File: src/verilog/sound_pkg.sv
// Constants shared by the serial sound output block and its FIFO.
package sound_pkg;
   // Register offsets (byte addresses).
   localparam logic [8:0] OFS_DISPLAY_MUX_CONTROL = 9'h06C;
   localparam logic [8:0] OFS_SOUND_DMA_CURRENT_A = 9'h180;
   localparam logic [8:0] OFS_SOUND_DMA_END_A     = 9'h184;
   localparam logic [8:0] OFS_SOUND_DMA_CURRENT_B = 9'h188;
   localparam logic [8:0] OFS_SOUND_DMA_END_B     = 9'h18C;
   localparam logic [8:0] OFS_SOUND_DMA_CONTROL   = 9'h190;
   localparam logic [8:0] OFS_SOUND_DMA_STATE     = 9'h194;
   // Reset values.
   localparam logic [7:0]  RST_REG8  = 8'h00;
   localparam logic [31:0] RST_REG32 = 32'h0000_0000;
   // Field positions.
   localparam int MUX_FMT_BIT     = 0;
   localparam int DMA_CTL_EN_BIT  = 0;
   localparam int SCTL_CLKSEL_BIT = 0;
   localparam int SCTL_RUN_MSB    = 2;
   localparam int SCTL_RUN_LSB    = 1;
   localparam int ST_REQ_BIT      = 3;
   localparam int ST_LATCH_BIT    = 4;
   localparam int ST_RUN_BIT      = 5;
   // Stream framing.
   localparam int          FIFO_WORDS    = 4;
   localparam int          WORD_BITS     = 32;
   localparam logic [1:0]  LAST_BYTE     = 2'h3;
   localparam logic [4:0]  FIRST_BIT     = 5'h00;
   localparam logic [4:0]  LAST_BIT      = 5'h1F;
   localparam logic [4:0]  LEFT_LSB_BIT  = 5'h0F;
   localparam logic [4:0]  RIGHT_ENDWS   = 5'h1E;
   localparam logic [2:0]  BYTE_START    = 3'h0;
   localparam logic [31:0] DMA_ADDR_STEP = 32'h0000_0004;
   // Source ticks per half bit period are the divider value times this factor.
   localparam logic [1:0]  HALF_MULT     = 2'h2;
endpackage : sound_pkg

File: src/verilog/sound_fifo.sv
// Small word FIFO with valid/ready on both sides.
`timescale 1ns/10ps
module sound_fifo
   import sound_pkg::*;
#(
   parameter int WIDTH = 32,
   parameter int DEPTH = 4
)(
   input  wire logic                       i_clk_sys,
   input  wire logic                       i_rst,
   input  wire logic                       i_wr_valid,
   output logic                            o_wr_ready,
   input  wire logic [WIDTH-1:0]           i_wr_data,
   output logic                            o_rd_valid,
   input  wire logic                       i_rd_ready,
   output logic [WIDTH-1:0]                o_rd_data,
   output logic [$clog2(DEPTH+1)-1:0]      o_level
);
   localparam int AW = (DEPTH > 1) ? $clog2(DEPTH) : 1;
   localparam int LW = $clog2(DEPTH+1);
   localparam logic [LW-1:0] FULL_LEVEL = LW'(DEPTH);
   localparam logic [AW-1:0] LAST_IDX   = AW'(DEPTH-1);

   logic [WIDTH-1:0] mem_q [DEPTH];
   logic [AW-1:0]    wr_ptr_q;
   logic [AW-1:0]    rd_ptr_q;
   logic [LW-1:0]    level_q;
   logic             push;
   logic             pop;

   assign o_wr_ready = (level_q != FULL_LEVEL);
   assign o_rd_valid = (level_q != '0);
   assign o_rd_data  = mem_q[rd_ptr_q];
   assign o_level    = level_q;
   assign push       = i_wr_valid && o_wr_ready;
   assign pop        = o_rd_valid && i_rd_ready;

   always_ff @(posedge i_clk_sys)
   begin
      if (push)
      begin
         mem_q[wr_ptr_q] <= i_wr_data;
      end
   end

   always_ff @(posedge i_clk_sys)
   begin
      if (i_rst)
      begin
         wr_ptr_q <= '0;
         rd_ptr_q <= '0;
         level_q  <= '0;
      end
      else
      begin
         if (push)
         begin
            wr_ptr_q <= (wr_ptr_q == LAST_IDX) ? '0 : wr_ptr_q + 1'b1;
         end
         if (pop)
         begin
            rd_ptr_q <= (rd_ptr_q == LAST_IDX) ? '0 : rd_ptr_q + 1'b1;
         end
         if (push && !pop)
         begin
            level_q <= level_q + 1'b1;
         end
         else if (pop && !push)
         begin
            level_q <= level_q - 1'b1;
         end
      end
   end
endmodule : sound_fifo

File: src/verilog/serial_sound_output.sv
// Serial sound output: DMA-fed FIFO, byte latch and three-wire stereo link.
//
// Overview of operation
// [RULE1] Four-word FIFO refilled fully by DMA when empty.
// [RULE2] FIFO drains one byte at a time via latch.
// [RULE3] Drive bit clock, data and word-select pins.
// [RULE4] Sound off: clock low, data low, select high.
// [RULE5] Bytes shift out most significant bit first.
// [RULE6] Parallel load, one bit per bit clock.
// [RULE7] Display mux bit 0 picks timing format.
// [RULE8] Normal sample: 16 left then 16 right.
// [RULE9] Normal select toggles at previous word lsb.
// [RULE10] Normal select high for right, low left.
// [RULE11] Alternate select toggles at new word msb.
// [RULE12] Alternate select polarity inverted, high left.
// [RULE13] Data changes after bit clock falling edge.
// [RULE14] External sound clock can source bit rate.
// [RULE15] Software sets enable, clksel 0, divider 2.
// [RULE16] Software programs divider for other clock rates.
// [RULE17] Request holds until four words delivered.
// [RULE18] Nonzero enable runs, restart at left sample.
`timescale 1ns/10ps
module serial_sound_output
   import sound_pkg::*;
#(
   parameter int DIV_W = 8
)(
   input  wire logic              i_clk_sys,
   input  wire logic              i_rst,
   input  wire logic              i_reg_wr,
   input  wire logic              i_reg_rd,
   input  wire logic [8:0]        i_reg_addr,
   input  wire logic [31:0]       i_reg_wdata,
   output logic [31:0]            o_reg_rdata,
   output logic                   o_reg_rvalid,
   input  wire logic [2:0]        i_sound_ctl,
   input  wire logic [DIV_W-1:0]  i_sound_freq,
   input  wire logic              i_ext_sound_clk,
   output logic                   o_dma_req,
   output logic [31:0]            o_dma_addr,
   input  wire logic              i_dma_valid,
   output logic                   o_dma_ready,
   input  wire logic [31:0]       i_dma_data,
   output logic                   o_serial_bit_clock_out,
   output logic                   o_serial_data_out,
   output logic                   o_channel_select_out
);
   localparam int LW = $clog2(FIFO_WORDS+1);
   localparam int CW = DIV_W + 2;

   logic [7:0]   mux_ctl_q;
   logic [31:0]  cur_a_q;
   logic [31:0]  end_a_q;
   logic [31:0]  cur_b_q;
   logic [31:0]  end_b_q;
   logic [7:0]   dma_ctl_q;
   logic [31:0]  rdata_d;
   logic         req_q;
   logic [1:0]   fill_q;
   logic         accept;
   logic         fifo_wr_ready;
   logic         fifo_rd_valid;
   logic         fifo_rd_ready;
   logic [31:0]  fifo_rd_data;
   logic [LW-1:0] fifo_level;
   logic [7:0]   latch_q;
   logic         latch_v_q;
   logic [1:0]   byte_idx_q;
   logic         fill_latch;
   logic         take;
   logic         ext_s1_q;
   logic         ext_s2_q;
   logic         ext_prev_q;
   logic         src_tick;
   logic [CW-1:0] div_cnt_q;
   logic [CW-1:0] half_ticks;
   logic         tick;
   logic         run;
   logic         started_q;
   logic         fall_act;
   logic [4:0]   bit_q;
   logic [4:0]   next_bit;
   logic [7:0]   shreg_q;
   logic [7:0]   load_byte;
   logic         fmt_alt;

   // Register port.
   always_ff @(posedge i_clk_sys)
   begin
      if (i_rst)
      begin
         mux_ctl_q <= RST_REG8;
         end_a_q   <= RST_REG32;
         cur_b_q   <= RST_REG32;
         end_b_q   <= RST_REG32;
         dma_ctl_q <= RST_REG8;
      end
      else if (i_reg_wr)
      begin
         case (i_reg_addr)
            OFS_DISPLAY_MUX_CONTROL: mux_ctl_q <= i_reg_wdata[7:0];
            OFS_SOUND_DMA_END_A:     end_a_q   <= i_reg_wdata;
            OFS_SOUND_DMA_CURRENT_B: cur_b_q   <= i_reg_wdata;
            OFS_SOUND_DMA_END_B:     end_b_q   <= i_reg_wdata;
            OFS_SOUND_DMA_CONTROL:   dma_ctl_q <= i_reg_wdata[7:0];
            default:                 ;
         endcase
      end
   end

   // The current pointer advances one word per delivered word; a software write wins.
   always_ff @(posedge i_clk_sys)
   begin
      if (i_rst)
      begin
         cur_a_q <= RST_REG32;
      end
      else if (i_reg_wr && (i_reg_addr == OFS_SOUND_DMA_CURRENT_A))
      begin
         cur_a_q <= i_reg_wdata;
      end
      else if (accept)
      begin
         cur_a_q <= cur_a_q + DMA_ADDR_STEP;
      end
   end

   always_comb
   begin
      rdata_d = '0;
      case (i_reg_addr)
         OFS_DISPLAY_MUX_CONTROL: rdata_d[7:0] = mux_ctl_q;
         OFS_SOUND_DMA_CURRENT_A: rdata_d = cur_a_q;
         OFS_SOUND_DMA_END_A:     rdata_d = end_a_q;
         OFS_SOUND_DMA_CURRENT_B: rdata_d = cur_b_q;
         OFS_SOUND_DMA_END_B:     rdata_d = end_b_q;
         OFS_SOUND_DMA_CONTROL:   rdata_d[7:0] = dma_ctl_q;
         OFS_SOUND_DMA_STATE:
         begin
            rdata_d[LW-1:0]     = fifo_level;
            rdata_d[ST_REQ_BIT]   = req_q;
            rdata_d[ST_LATCH_BIT] = latch_v_q;
            rdata_d[ST_RUN_BIT]   = run;
         end
         default:                 rdata_d = '0;
      endcase
   end

   always_ff @(posedge i_clk_sys)
   begin
      if (i_rst)
      begin
         o_reg_rdata  <= RST_REG32;
         o_reg_rvalid <= 1'b0;
      end
      else
      begin
         o_reg_rvalid <= i_reg_rd;
         if (i_reg_rd)
         begin
            o_reg_rdata <= rdata_d;
         end
      end
   end

   // DMA refill: raised only on an empty FIFO, held for exactly four words.
   assign accept      = req_q && i_dma_valid && fifo_wr_ready;
   assign o_dma_ready = req_q && fifo_wr_ready;
   assign o_dma_req   = req_q;
   assign o_dma_addr  = cur_a_q;

   always_ff @(posedge i_clk_sys)
   begin
      if (i_rst)
      begin
         req_q  <= 1'b0;
         fill_q <= '0;
      end
      else if (!req_q && dma_ctl_q[DMA_CTL_EN_BIT] && (fifo_level == '0)) // [RULE1]
      begin
         req_q <= 1'b1;
      end
      else if (accept)
      begin
         fill_q <= fill_q + 1'b1;
         if (fill_q == LAST_BYTE) // [RULE17]
         begin
            req_q <= 1'b0;
         end
      end
   end

   sound_fifo #(
      .WIDTH (WORD_BITS),
      .DEPTH (FIFO_WORDS)
   ) u_fifo (
      .i_clk_sys  (i_clk_sys),
      .i_rst      (i_rst),
      .i_wr_valid (req_q && i_dma_valid),
      .o_wr_ready (fifo_wr_ready),
      .i_wr_data  (i_dma_data),
      .o_rd_valid (fifo_rd_valid),
      .i_rd_ready (fifo_rd_ready),
      .o_rd_data  (fifo_rd_data),
      .o_level    (fifo_level)
   );

   // Byte latch: low byte of each word first, word popped after its last byte.
   assign fill_latch    = (!latch_v_q || take) && fifo_rd_valid;
   assign fifo_rd_ready = fill_latch && (byte_idx_q == LAST_BYTE); // [RULE2]

   always_ff @(posedge i_clk_sys)
   begin
      if (i_rst)
      begin
         latch_q    <= '0;
         latch_v_q  <= 1'b0;
         byte_idx_q <= '0;
      end
      else if (fill_latch)
      begin
         latch_q    <= fifo_rd_data[{byte_idx_q, 3'h0} +: 8]; // [RULE2]
         latch_v_q  <= 1'b1;
         byte_idx_q <= byte_idx_q + 1'b1;
      end
      else if (take)
      begin
         latch_v_q <= 1'b0;
      end
   end

   // No reset here: the stages follow the pin, so a high pin gives no false edge at release.
   always_ff @(posedge i_clk_sys)
   begin
      ext_s1_q   <= i_ext_sound_clk;
      ext_s2_q   <= ext_s1_q;
      ext_prev_q <= ext_s2_q;
   end

   assign run      = |i_sound_ctl[SCTL_RUN_MSB:SCTL_RUN_LSB]; // [RULE18]
   assign src_tick = i_sound_ctl[SCTL_CLKSEL_BIT] ? 1'b1 : (ext_s2_q && !ext_prev_q); // [RULE14]
   // A zero divider would stop the link, so it behaves as the smallest half period.
   assign half_ticks = (i_sound_freq == '0) ? CW'(1) : CW'(i_sound_freq) * CW'(HALF_MULT);
   assign tick       = run && src_tick && (div_cnt_q >= half_ticks - 1'b1); // [RULE16]

   always_ff @(posedge i_clk_sys)
   begin
      if (i_rst || !run)
      begin
         div_cnt_q <= '0;
      end
      else if (src_tick)
      begin
         div_cnt_q <= tick ? '0 : div_cnt_q + 1'b1;
      end
   end

   // Serial engine: every data change happens on the falling half of the bit clock.
   assign fmt_alt   = mux_ctl_q[MUX_FMT_BIT]; // [RULE7]
   assign fall_act  = tick && (!started_q || o_serial_bit_clock_out);
   assign next_bit  = bit_q + 1'b1;
   assign take      = fall_act && (next_bit[2:0] == BYTE_START);
   assign load_byte = latch_v_q ? latch_q : 8'h00;

   always_ff @(posedge i_clk_sys)
   begin
      if (i_rst || !run)
      begin
         o_serial_bit_clock_out <= 1'b0; // [RULE4]
         o_serial_data_out      <= 1'b0; // [RULE4]
         o_channel_select_out   <= 1'b1; // [RULE4]
         started_q              <= 1'b0;
         bit_q                  <= LAST_BIT; // [RULE18]
         shreg_q                <= '0;
      end
      else if (fall_act)
      begin
         o_serial_bit_clock_out <= 1'b0; // [RULE13]
         started_q              <= 1'b1;
         bit_q                  <= next_bit; // [RULE8]
         if (take)
         begin
            shreg_q           <= load_byte; // [RULE6]
            o_serial_data_out <= load_byte[7]; // [RULE5]
         end
         else
         begin
            shreg_q           <= {shreg_q[6:0], 1'b0}; // [RULE6]
            o_serial_data_out <= shreg_q[6]; // [RULE5]
         end
         if (fmt_alt)
         begin
            o_channel_select_out <= (next_bit <= LEFT_LSB_BIT); // [RULE11] [RULE12]
         end
         else
         begin
            o_channel_select_out <= (next_bit >= LEFT_LSB_BIT) && (next_bit <= RIGHT_ENDWS); // [RULE9] [RULE10]
         end
      end
      else if (tick)
      begin
         o_serial_bit_clock_out <= 1'b1; // [RULE3]
      end
   end
endmodule : serial_sound_output

File: config.mk
export PLATFORM = sky130hd
export DESIGN_NAME = serial_sound_output
export DESIGN_NICKNAME = d
export VERILOG_FILES = /design/src/verilog/sound_pkg.sv /design/src/verilog/sound_fifo.sv /design/src/verilog/serial_sound_output.sv
export SDC_FILE = /design/constraint.sdc
export NUM_CORES = 1
export LEC_CHECK = 0
export ABC_AREA = 1
export CAP_MARGIN = 10
export CORE_ASPECT_RATIO = 0.8
export CORE_MARGIN = 2
export CORE_UTILIZATION = 50
export DETAILED_ROUTE_END_ITERATION = 8
export DONT_BUFFER_PORTS = 1
export REMOVE_ABC_BUFFERS = 1
export SLEW_MARGIN = 5
export SYNTH_ARGS = -nofsm -noshare
export SYNTH_HDL_FRONTEND = slang
export SYNTH_HIERARCHICAL = 1
export SYNTH_SLANG_ARGS = --single-unit
File: constraint.sdc
create_clock -name i_clk_sys -period 7.6 [get_ports i_clk_sys]
set_input_delay 0.38 -clock i_clk_sys [delete_from_list [all_inputs] [get_ports i_clk_sys]]
set_output_delay 0.38 -clock i_clk_sys [all_outputs]
set_load 0.01 [all_outputs]
==> out/results.tsv, run 1 <==
metric	value	unit
status	finished clean	
post-synthesis sequential area ratio	51.5	%
Initial Util	50.6	%
chip width	206	um
post-route DRC violation count	0	
worst path cell trace	nor2_1 -> nand4_1 -> nand2_1 -> nor4_2 -> nand2_1 -> xor2_1 -> ha_1 -> nand2_1 -> nor2_1 -> nand3_1 -> nand3_1 -> nand4_1 -> nand2_2 -> nand2_2 -> nor2_1 -> nand2_1 -> ha_1 -> inv_1 -> fa_1 -> o21ai_0 -> nor2_1	
Final Skew	0.0205	ns
element type at the critical path start	input port	
Hold WS	0.0233	ns
die height	166	um
P&R area growth vs syn	10.3	%
peak supply drop	0.000166	V
RSZ-0062 raised after global routing	no	
Core ar.	0.0323	mm^2
number of CTS-inserted buffers	37	
DR vias	12977	
Async SR Flop Fraction	0	%
Slew HR	33.9	%
vias in the first global route	11968	
All-Layer GR Usage	24.9	%
drt first-iter violations	984	
Hold WC Path Type	input port to flop	
Crit-path slowest cell	fa_1	
Top FF cell, synth	dfxtp_1	
hold path start	i_reg_wdata[21]	
power density over the cells	215	mW/mm^2
TritonCTS clock tree	done	
root buf cell	clkbuf_16	
CP peak stage delay	0.40	ns
Post-Syn Area	0.0164	mm^2
Crit. End Element	flop	
die area	0.0342	mm^2
Required @ worst endpoint	8.02	ns
port buffer count	0	
drt pass-1 iters	7	
largest net degree at the start of global routing	117	
Worst Tran Pin Value	0.989	ns
setup TNS	0	ns
final WL	43.1	mm
f_max	0.295	GHz
synth unique cells	45	
first-pass GRT wire length	67.2	mm
PostCTS Resize Cnt	0	
Placer Congestion	0.825	
flip-flop and latch count after synthesis	357	
share of layout cells above drive strength 1	8.68	%
part of the cycle the worst path needs	44.7	%
maximum root-to-sink buffer count	3	
mean area per synthesized cell	8.63	um^2
CTS H-tree lvls	2	
io pins	160	
CP max FO	14	
fin worst setup slack	4.21	ns
Clock Sinks	357	
initial antenna violation count	2	
Synth warnings	6	
nets	2000	
# setup viols final	0	
hold buffer count at CTS	36	
Slew Limit Fails	0	
Final min period	3.39	ns
FF-to-FF Start	bit_q[0]	
CP Launch Point	i_sound_freq[2]	
Place WS	3.66	ns
clk_lat worst skew	0.54	ns
vias per std cell	5.55	
fillers	2985	
total gr overflow	0	
Non-Filler Instances	2340	
max-cap violation count	0	
crit path kind	input port to flop	
Lkg Pwr	6.31	nW
ANT nets after route	0	
Reg clk slew, reported paths	0.06	ns
routed len/inst	18.4	um
Hold Violations, Final	0	
post-synthesis cell count	1896	
hpwl dp	26.6	mm
placed insts	2237	
setup repair bufs after CTS	0	
Post-synth EDFFs	128	
Core Rows	59	
Critical Path AT	3.81	ns
==> sequential cells by signal (all words and copies together) (netlist names), 5 cells and up, named ones only <==
name	flops
div_cnt_q	10
o_reg_rdata	32
bit_q	5
shreg_q	7
u_fifo/mem_q	128
mux_ctl_q	8
latch_q	8
end_b_q	32
o_dma_addr	32
cur_b_q	32
end_a_q	32
dma_ctl_q	8
==> report_power, final <==
part,internal [mW],leakage (nW),total (mW),switching [mW]
clock network,1.03,0.586,1.79,0.758
logic,0.0322,2.73,0.105,0.0724
registers,1.98,3.00,1.98,0.00321
total,3.04,6.31,3.88,0.834
==> critical path, delay by kind of cell <==
| family | cells | cell delay, ns |
|---|---|---|
| compound gates | 1 | 0.16 |
| buf+inv | 1 | 0.08 |
| fa+ha+maj | 3 | 0.93 |
| simple gates | 15 | 2.07 |
| xor+xnor | 1 | 0.18 |
==> synth_stat cells (2+ instances only) <==
| cell | n | area share, % |
|---|---|---|
| a211oi_1 | 11 | 0.50 |
| a211oi_2 | 56 | 4.3 |
| a21oi_1 | 129 | 3.9 |
| a41oi_1 | 3 | 0.16 |
| and3_1 | 2 | 0.076 |
| buf_1 | 4 | 0.092 |
| buf_2 | 28 | 0.86 |
| buf_4 | 12 | 0.55 |
| buf_6 | 9 | 0.62 |
| clkbuf_1 | 45 | 1.0 |
| dfxtp_1 | 229 | 28 |
| edfxtp_1 | 128 | 23 |
| ha_1 | 24 | 1.8 |
| inv_1 | 258 | 5.9 |
| inv_2 | 8 | 0.18 |
| nand2_1 | 211 | 4.8 |
| nand2_2 | 8 | 0.31 |
| nand3_1 | 55 | 1.7 |
| nand3_2 | 5 | 0.31 |
| nand3b_1 | 8 | 0.37 |
| nand4_1 | 20 | 0.76 |
| nor2_1 | 258 | 5.9 |
| nor2_4 | 7 | 0.48 |
| nor3_1 | 15 | 0.46 |
| nor3_2 | 3 | 0.18 |
| nor3b_1 | 5 | 0.23 |
| nor4_1 | 2 | 0.076 |
| o211ai_1 | 3 | 0.14 |
| o21ai_0 | 145 | 4.4 |
| o21ai_1 | 57 | 1.7 |
| o221ai_1 | 3 | 0.16 |
| o22ai_1 | 104 | 4.0 |
| xnor2_1 | 3 | 0.16 |
| xor2_1 | 27 | 1.4 |
==> stage by stage <==
step	power [mW]	instance area [um^2]	utilization, %
global route	4.01	18100	55.8
CTS	3.91	18000	55.8
detailed placement	2.09	16500	51.0
finish	3.88	18100	55.8
global placement	2.09	16500	51.0
floorplan	2.07	15800	-
==> final cells by class <==
type,instances,area [um^2],share of cell area [%]
flip-flops and latches,357,8430,46.7
multi-input cells,1174,6420,35.6
clock buffers,51,1040,5.76
inverters,267,1010,5.59
well taps,427,534,2.96
repair buffers,48,468,2.59
clock inverters,15,146,0.811
diodes,1,2.50,0.0139
==> final timing paths <==
| check | endpoint | slack [ns] | depth (start not counted) |
|---|---|---|---|
| max reg2reg | u_fifo/o_level[1] | 4.56 | 12 |
| max | u_fifo/o_level[1] | 4.21 | 21 |
| min | o_dma_addr[21] | 0.02 | 2 |
| min reg2reg | ext_s2_q | 0.33 | 0 |
==> cells by family after synthesis <==
family | share of synthesized area (%)
adders and majority gates | 1.96
AOI/OAI and AO/OA | 19.5
buffers and inverters | 9.32
other | 0.0229
DFF | 51.5
xor gates and xnor gates | 1.61
and+or+nand+nor | 16.1
==> metal layers <==
layer,share of wire (%),GRT usage (%),vias up,wire (um)
met4,1.8,5.96,0,763
met5,0,0,-,0
li1,-,-,6379,-
met2,42,36.3,388,18200
met3,7.8,5.44,55,3350
met1,48,37.7,6155,20800
==> layout by cell type, fill, tap and decap left out, types with 4 or more instances in the layout <==
cell / count
inv_1: 257
nor2_1: 254
dfxtp_1: 228
nand2_1: 211
o21ai_0: 145
a21oi_1: 129
edfxtp_1: 128
o22ai_1: 104
o21ai_1: 57
a211oi_2: 56
nand3_1: 54
clkbuf_16: 38
dlygate4sd3_1: 35
xor2_1: 27
ha_1: 24
nand4_1: 20
nor3_1: 15
buf_4: 12
a211oi_1: 11
inv_2: 9
clkbuf_1: 9
nand2_2: 8
nand3b_1: 8
nor2_4: 7
clkinv_2: 7
nand3_2: 6
nor2_2: 5
nor3b_1: 5
clkinv_1: 4
clkbuf_8: 4
Note: power is estimated with default switching activity, not from simulation.
==> run 2: changes to the inputs <==
==> constraint.sdc (replaced) <==
create_clock -name i_clk_sys -period 3.3 [get_ports i_clk_sys]
set_input_delay 0.165 -clock i_clk_sys [delete_from_list [all_inputs] [get_ports i_clk_sys]]
set_output_delay 0.165 -clock i_clk_sys [all_outputs]
set_load 0.01 [all_outputs]
==> out/results.tsv, run 2 (synthesis gave the netlist of run 1 again) <==
metric	value	unit	change
vias in the first global route	12267		+2.5%
placed insts	2256		+0.85%
r2r setup slk	0.57	ns	-3.99 ns
RSZ-0062 raised after global routing	no		
Hold WC Path Type	input port to flop		
Required @ worst endpoint	3.72	ns	-4.30 ns
number of CTS-inserted buffers	38		+2.7%
most frequent CP cell	nand2_1		
P&R area growth vs syn	13.4	%	
root buf cell	clkbuf_16		
All-Layer GR Usage	25.6	%	+0.62 points
status	finished clean		
sequential power share	51.4	%	+0.3 points
setup repair bufs after CTS	0		unchanged
CP peak stage delay	0.40	ns	about the same
first-pass GRT wire length	68.9	mm	+2.5%
element type at the critical path start	flop		
TritonCTS clock tree	done		
total gr overflow	0		unchanged
max reg flops	128		unchanged
routed len/inst	18.3	um	-0.46%
power density over the cells	479	mW/mm^2	+120%
die area	0.0342	mm^2	unchanged
Critical Path AT	3.16	ns	-0.65 ns
Slew Limit Fails	0		unchanged
hpwl dp	27.5	mm	+3.6%
switching share of power	21.8	%	+0.28 points
hold buffer count at CTS	74		+110%
clk_lat worst skew	0.55	ns	about the same
f_max	0.366	GHz	
Final min period	2.73	ns	
most frequent cells in the layout	257 x inv_1, 254 x nor2_1, 228 x dfxtp_1, 211 x nand2_1, 145 x o21ai_0		
Crit path max-delay family	simple AND/OR/NAND/NOR gates		
Core Rows	59		unchanged
chip width	206	um	unchanged
Most flops, register	u_fifo/mem_q		
post-route DRC violation count	0		unchanged
Clock Sinks	357		unchanged
largest net degree at the start of global routing	118		+0.85%
Crit. End Element	flop		
Reg clk slew, reported paths	0.06	ns	about the same
Lkg Pwr	6.54	nW	+3.6%
Placer Congestion	0.869		+5.2%
nets	2058		+2.9%
final WL	44.0	mm	+2.0%
crit path kind	flop to flop		
Core ar.	0.0323	mm^2	unchanged
drt first-iter violations	1149		+17%
fin worst setup slack	0.568	ns	-3.64 ns
max-cap violation count	0		unchanged
Critical path buffers and inverters	3		+2
vias per std cell	5.48		-1.2%
Non-Filler Instances	2398		+2.5%
clock network power share	45.2	%	-1.0 points
part of the cycle the worst path needs	82.8	%	
# setup viols final	0		unchanged
Tot Pwr	8.89	mW	+130%
die height	166	um	unchanged
Initial Util	50.6	%	unchanged
ANT nets after route	0		unchanged
switching power	1.94	mW	+130%
commonest non-fill, non-tap cell in the layout	inv_1		
Layout Utilization	57.4	%	+1.6 points
port buffer count	0		unchanged
Worst Tran Pin Value	0.907	ns	-0.0819 ns
drt pass-1 iters	5		-2
initial antenna violation count	4		+2
Hold Violations, Final	0		unchanged
PostCTS Resize Cnt	0		unchanged
Final Skew	0.0224	ns	+0.00188 ns
Crit-path slowest cell	fa_1		
peak supply drop	0.000539	V	+230%
CP max FO	5		-9
io pins	160		unchanged
Gate power share	3.4	%	+0.7 points
Int Pwr	6.95	mW	+130%
share of layout cells above drive strength 1	9.25	%	+0.57 points
Place WS	-0.00139	ns	-3.66 ns
maximum root-to-sink buffer count	3		unchanged
CTS H-tree lvls	2		unchanged
Slew HR	39.3	%	+5.4 points
worst path cell trace	inv_1 -> ha_1 -> inv_1 -> nand2_1 -> nand2_1 -> nand2_1 -> nand3_1 -> nand3_1 -> nand4_1 -> nand2_2 -> nand2_2 -> nor2_1 -> nand2_1 -> ha_1 -> inv_1 -> fa_1 -> o21ai_0 -> nor2_1		
DR vias	13141		+1.3%
[run 2: cell count changes in the layout (fill, tap and decap cells not counted), sizes merged, moves of 3 or more]
cell	previous run	this run
dlygate4sd3	35	72
buf	13	33
clkinv	12	9
diode	1	4
[run 2: final timing paths]
kind,start,endpoint,depth (start not counted)
worst max-delay path,div_cnt_q[0],u_fifo/o_level[1],18
worst min-delay path,i_reg_addr[8],end_b_q[0],4
worst max register to register,div_cnt_q[0],u_fifo/o_level[1],18
worst min register to register,ext_s1_q,ext_s2_q,0
[run 2: final cells by class]
| class | count | area, um^2 |
|---|---|---|
| Timing Repair Buffer | 105 | 1010 |
| Sequential cell | 357 | 8430 |
| Clock buffer | 52 | 1040 |
| Inverter | 267 | 1010 |
| Tap cell | 427 | 534 |
| Fill cell | 2961 | 13800 |
| Clock inverter | 12 | 98.8 |
| Multi-Input combinational cell | 1174 | 6420 |
| Antenna cell | 4 | 10.0 |
[run 2: worst min-delay path, stage by stage]
cell      delay, ns
nand3_2        0.08
nor2_4         0.12
nor2_1         0.11
a211oi_1       0.05
[run 2: routing by layer]
metal | up-vias | routed length [um] | GRT usage [%]
li1 | 6504 | - | -
met1 | 6153 | 21400 | 39.7
met2 | 425 | 18200 | 36.3
met3 | 59 | 3390 | 4.59
met4 | 0 | 935 | 7.11
met5 | - | 0 | 0
[run 2: per-stage QoR]
stage | area [um^2] | TNS [ns] | hold WS [ns]
after floorplan | 15800 | 0 | 0.193
after global placement | 16600 | 0 | 0.193
after detailed placement | 16600 | -0.00139 | 0.193
after CTS | 18500 | 0 | 0.000243
after global routing | 18600 | 0 | 0.0421
final | 18600 | 0 | 0.0354
[run 2: power groups by stage]
stage / Sequential (mW) / Combinational [mW] / Clock (mW)
final: 4.57 / 0.302 / 4.02
after global routing: 4.57 / 0.335 / 4.26
after CTS: 4.57 / 0.300 / 4.11
after detailed placement: 4.66 / 0.156 / 0
after global placement: 4.66 / 0.153 / 0
after floorplan: 4.66 / 0.114 / 0
